--- src/common/crms_pkg.sv ---
// Package for the counter reload mode sequencer: widths, reset values,
// mode enumerations and the structs that carry configuration and commands.
// Assumes one 100 MHz clock domain shared by all users of these types.
package crms_pkg;

    // Counter and register width
    localparam int                COUNT_W        = 16;

    // Reset values
    localparam logic [COUNT_W-1:0] COUNT_RESET   = 16'h0000;
    localparam logic [COUNT_W-1:0] LOAD_RESET    = 16'h0000;
    localparam logic [COUNT_W-1:0] HOLD_RESET    = 16'h0000;

    // Count value on which a counted edge is a terminal count
    localparam logic [COUNT_W-1:0] TERMINAL_VALUE = 16'h0001;
    localparam logic [COUNT_W-1:0] COUNT_STEP     = 16'h0001;

    // Pin synchroniser depth
    localparam int                SYNC_STAGES    = 2;

    // Gating-control field
    typedef enum logic [2:0] {
        GATE_NONE  = 3'b001,
        GATE_LEVEL = 3'b010,
        GATE_EDGE  = 3'b100
    } crms_gating_e;

    // Reload-behaviour field
    typedef enum logic [2:0] {
        RELOAD_DELAYED   = 3'b001,
        RELOAD_ALTERNATE = 3'b010,
        RELOAD_RETRIGGER = 3'b100
    } crms_reload_e;

    // Counter mode configuration
    typedef struct packed {
        crms_gating_e gating;
        crms_reload_e reload;
    } crms_cfg_s;

    // Host commands and register writes, one-cycle strobes
    typedef struct packed {
        logic               arm;
        logic               disarm;
        logic               load;
        logic               loadWrite;
        logic               holdWrite;
        logic [COUNT_W-1:0] data;
    } crms_cmd_s;

    // Whole state of the sequencer
    typedef struct packed {
        logic [SYNC_STAGES-1:0] sourceSync;
        logic [SYNC_STAGES-1:0] gateSync;
        logic                   sourceLast;
        logic                   gateLast;
        logic [COUNT_W-1:0]     count;
        logic [COUNT_W-1:0]     loadReg;
        logic [COUNT_W-1:0]     holdReg;
        logic                   armed;
        logic                   triggered;
        logic                   secondHalf;
        logic                   retrigPending;
        logic                   tcState;
        logic                   pendDisarm;
        logic                   pendStop;
        logic                   terminalCountEvent;
        logic                   toggleOnTerminalCount;
    } crms_state_s;

endpackage : crms_pkg

--- src/design/crms_sequencer.sv ---
// Per-counter reload mode sequencer: decides when source edges count,
// arming and disarming, reload source at terminal count, gate-edge saves.
// Assumes source and gate arrive as asynchronous pins, and host commands
// arrive as one-cycle strobes in the clock domain.
//
// Contract
// - Level-gated delayed pulse: count gated, armed only
// - Delayed pulse: hold reload, then load and disarm
// - Edge delayed strobe: trigger only when armed
// - Edge delayed strobe: gate ignored until second TC
// - Edge delayed strobe disarms; rearm then gate edge
// - Ungated alternate mode runs until disarm command
// - Alternate modes: odd TC hold, even TC load
// - Level-gated alternate mode counts only with gate
// - Arm restarts alternation with hold register
// - Edge one-shot: trigger starts, gate then ignored
// - Edge one-shot: first TC reloads from hold
// - Edge one-shot: second TC loads, stops, stays armed
// - Retrigger strobe: TC reloads load and disarms
// - Retrigger strobe: gate edge to armed counter saves count
// - After retrigger: load first, decrement second edge
// - Qualified edge: source rise, with gate active in level gating
// - TC state always counts; stop follows leaving edge
// - Only active-going edges count or trigger
// - Load command copies load register into counter
`timescale 1ns/1ps

module crms_sequencer (
    // Clock and reset
    input  wire logic                       clock,
    input  wire logic                       nrst,
    // Counter mode configuration
    input  wire crms_pkg::crms_cfg_s        cfg,
    // Host commands
    input  wire crms_pkg::crms_cmd_s        cmd,
    // External pins
    input  wire logic                       sourcePin,
    input  wire logic                       gatePin,
    // Counter contents
    output logic [crms_pkg::COUNT_W-1:0]    count,
    output logic [crms_pkg::COUNT_W-1:0]    loadReg,
    output logic [crms_pkg::COUNT_W-1:0]    holdReg,
    // Status
    output logic                            armed,
    output logic                            triggered,
    output logic                            tcState,
    // Terminal count indications
    output logic                            terminalCountEvent,
    output logic                            toggleOnTerminalCount
);
    import crms_pkg::*;

    logic        rstSync1;
    logic        rstSyncN;

    crms_state_s state;
    crms_state_s next_state;

    // Reset release held back two edges so all flops leave reset together
    always_ff @(posedge clock or negedge nrst) begin
        if (!nrst) begin
            rstSync1 <= 1'b0;
            rstSyncN <= 1'b0;
        end else begin
            rstSync1 <= 1'b1;
            rstSyncN <= rstSync1;
        end
    end

    // Combinational next state
    always_comb begin
        logic sourceLevel;
        logic gateLevel;
        logic sourceEdge;
        logic gateEdge;
        logic qualified;
        logic gateAllows;
        logic countEnable;
        logic edgeGated;
        logic retrigEvent;
        logic trigEvent;

        next_state  = state;
        sourceLevel = state.sourceSync[SYNC_STAGES-1];
        gateLevel   = state.gateSync[SYNC_STAGES-1];
        sourceEdge  = 1'b0;
        gateEdge    = 1'b0;
        qualified   = 1'b0;
        gateAllows  = 1'b0;
        countEnable = 1'b0;
        edgeGated   = (cfg.gating == GATE_EDGE);
        retrigEvent = 1'b0;
        trigEvent   = 1'b0;

        // Pin synchronisers; first stage feeds only the second
        next_state.sourceSync = {state.sourceSync[SYNC_STAGES-2:0], sourcePin};
        next_state.gateSync   = {state.gateSync[SYNC_STAGES-2:0], gatePin};
        next_state.sourceLast = sourceLevel;
        next_state.gateLast   = gateLevel;
        next_state.terminalCountEvent = 1'b0;

        sourceEdge = sourceLevel & ~state.sourceLast;
        gateEdge   = gateLevel & ~state.gateLast;

        // Gate events decided once, so a later clear cannot undo them
        retrigEvent = gateEdge & state.armed & (cfg.reload == RELOAD_RETRIGGER);
        trigEvent   = gateEdge & state.armed & edgeGated & ~state.triggered
                      & (cfg.reload != RELOAD_RETRIGGER);

        case (cfg.gating)
            GATE_NONE: begin
                gateAllows = 1'b1;
            end
            GATE_LEVEL: begin
                gateAllows = gateLevel;
            end
            GATE_EDGE: begin
                // after trigger gate level is ignored
                gateAllows = state.triggered;
            end
            default: begin
                gateAllows = 1'b0;
            end
        endcase

        // qualified edge needs active gate in level gating
        qualified   = sourceEdge & ((cfg.gating != GATE_LEVEL) | gateLevel);
        countEnable = state.armed & gateAllows;

        // Host register writes
        if (cmd.loadWrite) begin
            next_state.loadReg = cmd.data;
        end
        if (cmd.holdWrite) begin
            next_state.holdReg = cmd.data;
        end

        // Gate edge handling
        if (gateEdge && state.armed) begin
            if (cfg.reload == RELOAD_RETRIGGER) begin
                // save count on every gate edge; wins over host write
                next_state.holdReg       = state.count;
                next_state.retrigPending = 1'b1;
                next_state.triggered     = 1'b1;
            end else if (edgeGated && !state.triggered) begin
                // trigger only an armed, idle counter
                next_state.triggered  = 1'b1;
                // first TC after trigger uses hold
                next_state.secondHalf = 1'b0;
            end
        end

        // Source edge handling
        if (sourceEdge && state.tcState) begin
            // leaving TC counts regardless of gate or arm
            next_state.count   = state.count - COUNT_STEP;
            next_state.tcState = 1'b0;
            if (state.pendDisarm) begin
                next_state.armed         = 1'b0;
                next_state.triggered     = 1'b0;
                next_state.retrigPending = 1'b0;
            end
            if (state.pendStop) begin
                next_state.triggered = 1'b0;
            end
            next_state.pendDisarm = 1'b0;
            next_state.pendStop   = 1'b0;
        end else if (qualified && countEnable) begin
            if (state.retrigPending) begin
                // first qualified edge loads, next decrements
                next_state.count         = state.loadReg;
                // Set wins: a retrigger in this cycle keeps its pending load
                next_state.retrigPending = retrigEvent;
            end else if (state.count == TERMINAL_VALUE) begin
                next_state.terminalCountEvent    = 1'b1;
                next_state.toggleOnTerminalCount = ~state.toggleOnTerminalCount;
                next_state.tcState               = 1'b1;
                case (cfg.reload)
                    RELOAD_DELAYED: begin
                        // hold first, then load and disarm
                        if (!state.secondHalf) begin
                            next_state.count      = state.holdReg;
                            next_state.secondHalf = 1'b1;
                        end else begin
                            next_state.count      = state.loadReg;
                            next_state.secondHalf = 1'b0;
                            next_state.pendDisarm = 1'b1;
                        end
                    end
                    RELOAD_ALTERNATE: begin
                        // odd TC hold, even TC load
                        if (!state.secondHalf) begin
                            next_state.count      = state.holdReg;
                            next_state.secondHalf = 1'b1;
                        end else begin
                            next_state.count      = state.loadReg;
                            next_state.secondHalf = 1'b0;
                            next_state.pendStop   = edgeGated;
                        end
                    end
                    RELOAD_RETRIGGER: begin
                        next_state.count      = state.loadReg;
                        next_state.pendDisarm = 1'b1;
                    end
                    default: begin
                        next_state.count = state.loadReg;
                    end
                endcase
            end else begin
                next_state.count = state.count - COUNT_STEP;
            end
        end

        // load command sets the initial count
        if (cmd.load) begin
            next_state.count         = state.loadReg;
            next_state.retrigPending = retrigEvent;
        end

        // Commands; disarm wins over a simultaneous arm
        if (cmd.disarm) begin
            if (state.tcState && !(sourceEdge)) begin
                // disarm waits until TC is left
                next_state.pendDisarm = 1'b1;
            end else begin
                next_state.armed         = 1'b0;
                next_state.triggered     = 1'b0;
                next_state.retrigPending = 1'b0;
            end
        end else if (cmd.arm) begin
            // arm needed before trigger or count
            next_state.armed      = 1'b1;
            next_state.secondHalf = 1'b0;
            next_state.pendDisarm = 1'b0;
            if (edgeGated && cfg.reload != RELOAD_ALTERNATE) begin
                // Fresh arm waits for a new trigger; one in this cycle stands
                next_state.triggered = trigEvent;
            end
        end
    end

    // State register
    always_ff @(posedge clock or negedge rstSyncN) begin
        if (!rstSyncN) begin
            state <= '{
                sourceSync:            '0,
                gateSync:              '0,
                sourceLast:            1'b0,
                gateLast:              1'b0,
                count:                 COUNT_RESET,
                loadReg:               LOAD_RESET,
                holdReg:               HOLD_RESET,
                armed:                 1'b0,
                triggered:             1'b0,
                secondHalf:            1'b0,
                retrigPending:         1'b0,
                tcState:               1'b0,
                pendDisarm:            1'b0,
                pendStop:              1'b0,
                terminalCountEvent:    1'b0,
                toggleOnTerminalCount: 1'b0
            };
        end else begin
            state <= next_state;
        end
    end

    // Outputs straight from state flops
    assign count                 = state.count;
    assign loadReg               = state.loadReg;
    assign holdReg               = state.holdReg;
    assign armed                 = state.armed;
    assign triggered             = state.triggered;
    assign tcState               = state.tcState;
    assign terminalCountEvent    = state.terminalCountEvent;
    assign toggleOnTerminalCount = state.toggleOnTerminalCount;

endmodule : crms_sequencer

--- config.mk ---
export PLATFORM = sky130hd
export DESIGN_NAME = crms_sequencer
export DESIGN_NICKNAME = d
export VERILOG_FILES = /design/src/common/crms_pkg.sv /design/src/design/crms_sequencer.sv
export SDC_FILE = /design/constraint.sdc
export NUM_CORES = 1
export LEC_CHECK = 0
export BUFFER_PORTS_ARGS = -buffer_cell sky130_fd_sc_hd__buf_2
export CAP_MARGIN = 40
export CORE_MARGIN = 4
export CORE_UTILIZATION = 55
export CTS_CLUSTER_SIZE = 12
export DETAILED_ROUTE_END_ITERATION = 12
export MAX_ROUTING_LAYER = met4
export PLACE_DENSITY = 0.8
export SLEW_MARGIN = 20
export SYNTH_ARGS = -nofsm -noshare
export SYNTH_HDL_FRONTEND = slang
export SYNTH_SLANG_ARGS = --single-unit
--- constraint.sdc ---
create_clock -name clock -period 4.58 [get_ports clock]
set_clock_uncertainty 0.2 [all_clocks]
set_input_delay 0.458 -clock clock [delete_from_list [all_inputs] [get_ports clock]]
set_output_delay 0.458 -clock clock [all_outputs]
set_load 0.05 [all_outputs]
==> results by group <==
STA
  – Hold Violations, Final: 0
  – Count of pins over their slew limit: 0
  – Setup TNS: 0 ns
  – RSZ-0062 raised after global routing: no
  – Highest clock rate: 398 MHz
  – Worst-Margin Slew: 0.859 ns
  – # setup viols final: 0
  – Slew headroom: 42.4%
  – Crit share post-route: 54.9%
  – Post-layout min period: 2.51 ns

Setup path
  – CP top delay family: simple AND/OR/NAND/NOR gates
  – Crit-path cells: or3_4 > nor4_4 > nand2_1 > a21oi_1 > o211ai_1 > a22o_1
  – Crit path capture: count[6]
  – Crit path from: count[3]
  – R2R depth: 6
  – Worst setup SP type: flip-flop
  – Crit path arrival time: 2.55 ns
  – Reg-to-reg slack, setup: 2.07 ns
  – Critical path buffers and inverters: 0
  – Critical Path Stages: 6
  – Worst path slowest cell: dfrtp_1
  – CP max FO: 11
  – Critical R2R Launch: count[3]
  – WP data required: 4.62 ns
  – Crit end category: flip-flop
  – Reg2Reg Capture Point: count[6]
  – Critical path's largest stage delay: 0.49 ns
  – Crit Path Class: flip-flop to flip-flop

Power and ir drop
  – Pint: 0.00121 W
  – Switching part of the total: 36.4%
  – Flop pwr share: 38.7%
  – Net Switching: 0.000693 W
  – Power share of the clock group: 34.2%
  – Leak pwr: 2.07 nW
  – PwrDens: 420 nW/um2
  – Peak VDD IR: 257 uV
  – Combinational Power Share: 27.1%

GRT
  – Initial antenna violation count: 0
  – Most Crowded Layer GR: met2
  – GRT met1 Usage: 31.7%
  – Grt ovf: 0
  – Met3 GRT Util: 6.31%
  – Global routing met2 resource utilization: 35.0%
  – Vias in the first global route: 3210
  – Global-route wire length before repair: 16.2 mm
  – Largest net degree at the start of global routing: 37
  – GR Util All Layers: 23.9%

Finish
  – Layout Utilization: 62.2%
  – Share of layout cells above drive strength 1: 29.1%
  – Antenna cells: 0
  – Non-Filler Instances: 566
  – Area Growth Syn to Fin: 8.92%
  – Nets: 495

Yosys
  – Yosys top cell by area: dfrtp_1
  – Synth top area share: 39.1%
  – Synth cell types: 62
  – Mean Syn Cell Area: 9.51 um2
  – Largest cells by area after synthesis: dfrtp_1, buf_4, mux2i_1, a21oi_1, mux2_2
  – Syn Std Cell Area: 4170 um2
  – Synth Net Count: 471
  – Top_reg_cell synth: dfrtp_1
  – Synth Register Bits: 65
  – Seq/Total Area, Yosys: 39.1%
  – Synth warnings: 0
  – Cell count after synthesis: 438
  – Ys async rst share: 100%
  – Number of synthesized flops with an enable pin: 0

Placed design
  – Inst Count DP: 546
  – Post-DP HPWL: 7.00 mm
  – Port bufs: 83
  – Routability congestion estimate: 0.898

Clock tree
  – CTS resizes: 0
  – Total CTS buffers: 9
  – Clock transition at path regs: 0.08 ns
  – H-tree depth: 3
  – CTS tree: built
  – TritonCTS Sinks: 65
  – Root Driver: clkbuf_8
  – Worst-Skew Late Latency: 0.35 ns
  – Clk buf depth: 2

Routing
  – Post-route ant nets: 0
  – Final WL: 10.2 mm
  – Total number of vias: 3338
  – Wire per inst: 17.9 um
  – DRC violations left: 0
  – Drt initial violations: 266
  – TritonRoute pass-1 iters: 5
  – Vias/cell: 5.90

Die
  – Overall die height: 95.0 um
  – Initial Util: 57.1%
  – Die footprint: 9030 um2
  – Die Wd: 95.0 um
  – # rows: 31
  – Core area: 7290 um2
  – Io pins: 84

Job
  – Max-capacitance violation count: 0

Run status
  – Status: finished, final reports clean

Hold path
  – Hold Path Class: flip-flop to asynchronous set/reset pin
[cell usage after synthesis, types with 2 or more instances]
| library cell | count |
|---|---|
| inv_1 | 7 |
| nor3_1 | 15 |
| buf_6 | 4 |
| nand3_1 | 9 |
| mux2i_1 | 35 |
| o21a_1 | 2 |
| nand2b_1 | 4 |
| nand4_1 | 3 |
| o21ai_0 | 18 |
| ha_1 | 2 |
| dfrtp_1 | 65 |
| nor4_4 | 2 |
| clkbuf_1 | 20 |
| nand3b_1 | 2 |
| a22oi_1 | 3 |
| nor2_1 | 32 |
| buf_2 | 3 |
| nor3b_1 | 4 |
| o21ai_1 | 2 |
| a311oi_1 | 3 |
| and3_1 | 2 |
| o32ai_1 | 2 |
| nor4_1 | 3 |
| o211ai_1 | 5 |
| nand2_1 | 22 |
| o22ai_1 | 11 |
| a211oi_1 | 3 |
| xor2_1 | 9 |
| a21oi_1 | 39 |
| xnor2_1 | 7 |
| mux2_2 | 17 |
| a31oi_1 | 6 |
| buf_4 | 48 |
[layout make-up]
cell class | instances | area (um2)
well taps | 99 | 124
inverters | 7 | 26.3
fillers | 657 | 2760
repair buffers | 90 | 494
clock buffers | 9 | 124
multi-input cells | 289 | 2000
flip-flops and latches | 65 | 1630
clock inverters | 7 | 143
[power by group through the flow]
stage | registers (W) | logic (W) | clock network, W
floorplan | 0.000710 | 0.000499 | 0
global placement | 0.000742 | 0.000502 | 0
detailed placement | 0.000746 | 0.000514 | 0
CTS | 0.000735 | 0.000518 | 0.000658
global route | 0.000750 | 0.000552 | 0.000686
finish | 0.000737 | 0.000517 | 0.000651
[state kept, by name, summed over array words and instances, names as in the netlist]
register	cells
state	6
toggleOnTerminalCount	1
terminalCountEvent	1
tcState	1
count	16
rstSync1	1
triggered	1
loadReg	16
rstSyncN	1
holdReg	16
armed	1
next_state	4
[worst min-delay path by stage]
| stage | startpoint | endpoint | slack, ns | cells past startpoint |
|---|---|---|---|---|
| 3_5_place_dp | nrst | rstSync1 | 0.05 | 1 |
| 4_1_cts | rstSyncN | loadReg[4] | 0.11 | 0 |
| 6_report | rstSyncN | loadReg[4] | 0.09 | 0 |
| 3_3_place_gp | nrst | rstSync1 | 0.04 | 1 |
| 5_1_grt | cmd[19] | triggered | 0.13 | 2 |
| 2_1_floorplan | nrst | rstSync1 | -0.04 | 0 |
[through the flow]
step | setup WS (ns) | total power, W | hold WS (ns) | area (um2)
after floorplan | 2.37 | 0.00121 | -0.0376 | 4170
after global placement | 1.71 | 0.00124 | 0.0446 | 4190
after detailed placement | 2.02 | 0.00126 | 0.0469 | 4230
after CTS | 2.06 | 0.00191 | 0.112 | 4520
after global routing | 1.89 | 0.00199 | 0.127 | 4540
final | 2.07 | 0.00190 | 0.0892 | 4540
[timing repair]
item	4_1_cts	5_1_grt
setup buffers	0	0
endpoints found under the hold margin	4	0
hold buffers	3	0
[cells in the final DEF, fill, tap and decap left out, drive strengths merged, types with 3 or more instances in the layout]
cell and count:
o21ai 20, clkbuf 9, a211oi 4, clkinv 3
xor2 9, bufinv 4, nand4 3, a311oi 3
nor3b 4, o22ai 11, buf 87, a21oi 39
mux2i 35, xnor2 7, dlygate4sd3 3, nand2 23
a31oi 6, nand2b 5, dfrtp 65, nor4 6
nand3 10, a22oi 3, o211ai 5, mux2 18
inv 7, nor3 16, nor2 32
[layer usage]
layer	wire (um)	share of wire (%)	vias up
met5	0	0	-
met4	221	2.2	0
met3	786	7.7	25
met2	4680	46	153
met1	4470	44	1595
li1	-	-	1565
[cell families (layout without fill, tap and decap cells)]
logic type               count (synthesis)  in the layout  synth area share, %
AND/OR/NAND/NOR                        115            115                 15.6
AO/OA/AOI/OAI                          102            102                 15.0
buffers and inverters                   84            113                 13.1
flip-flops                              65             65                 39.1
multiplexers                            53             53                 13.3
XOR/XNOR                                16             16                 3.36
adder cells (fa/ha/maj)                  2              2                0.601
other                                    1              1               0.0900
[worst reg2reg max path, stage by stage (launching register included)]
cell,delay (ns)
dfrtp_1,0.49
or3_4,0.43
nor4_4,0.22
nand2_1,0.39
a21oi_1,0.35
o211ai_1,0.13
a22o_1,0.19
(Power assumes the default switching activity.)
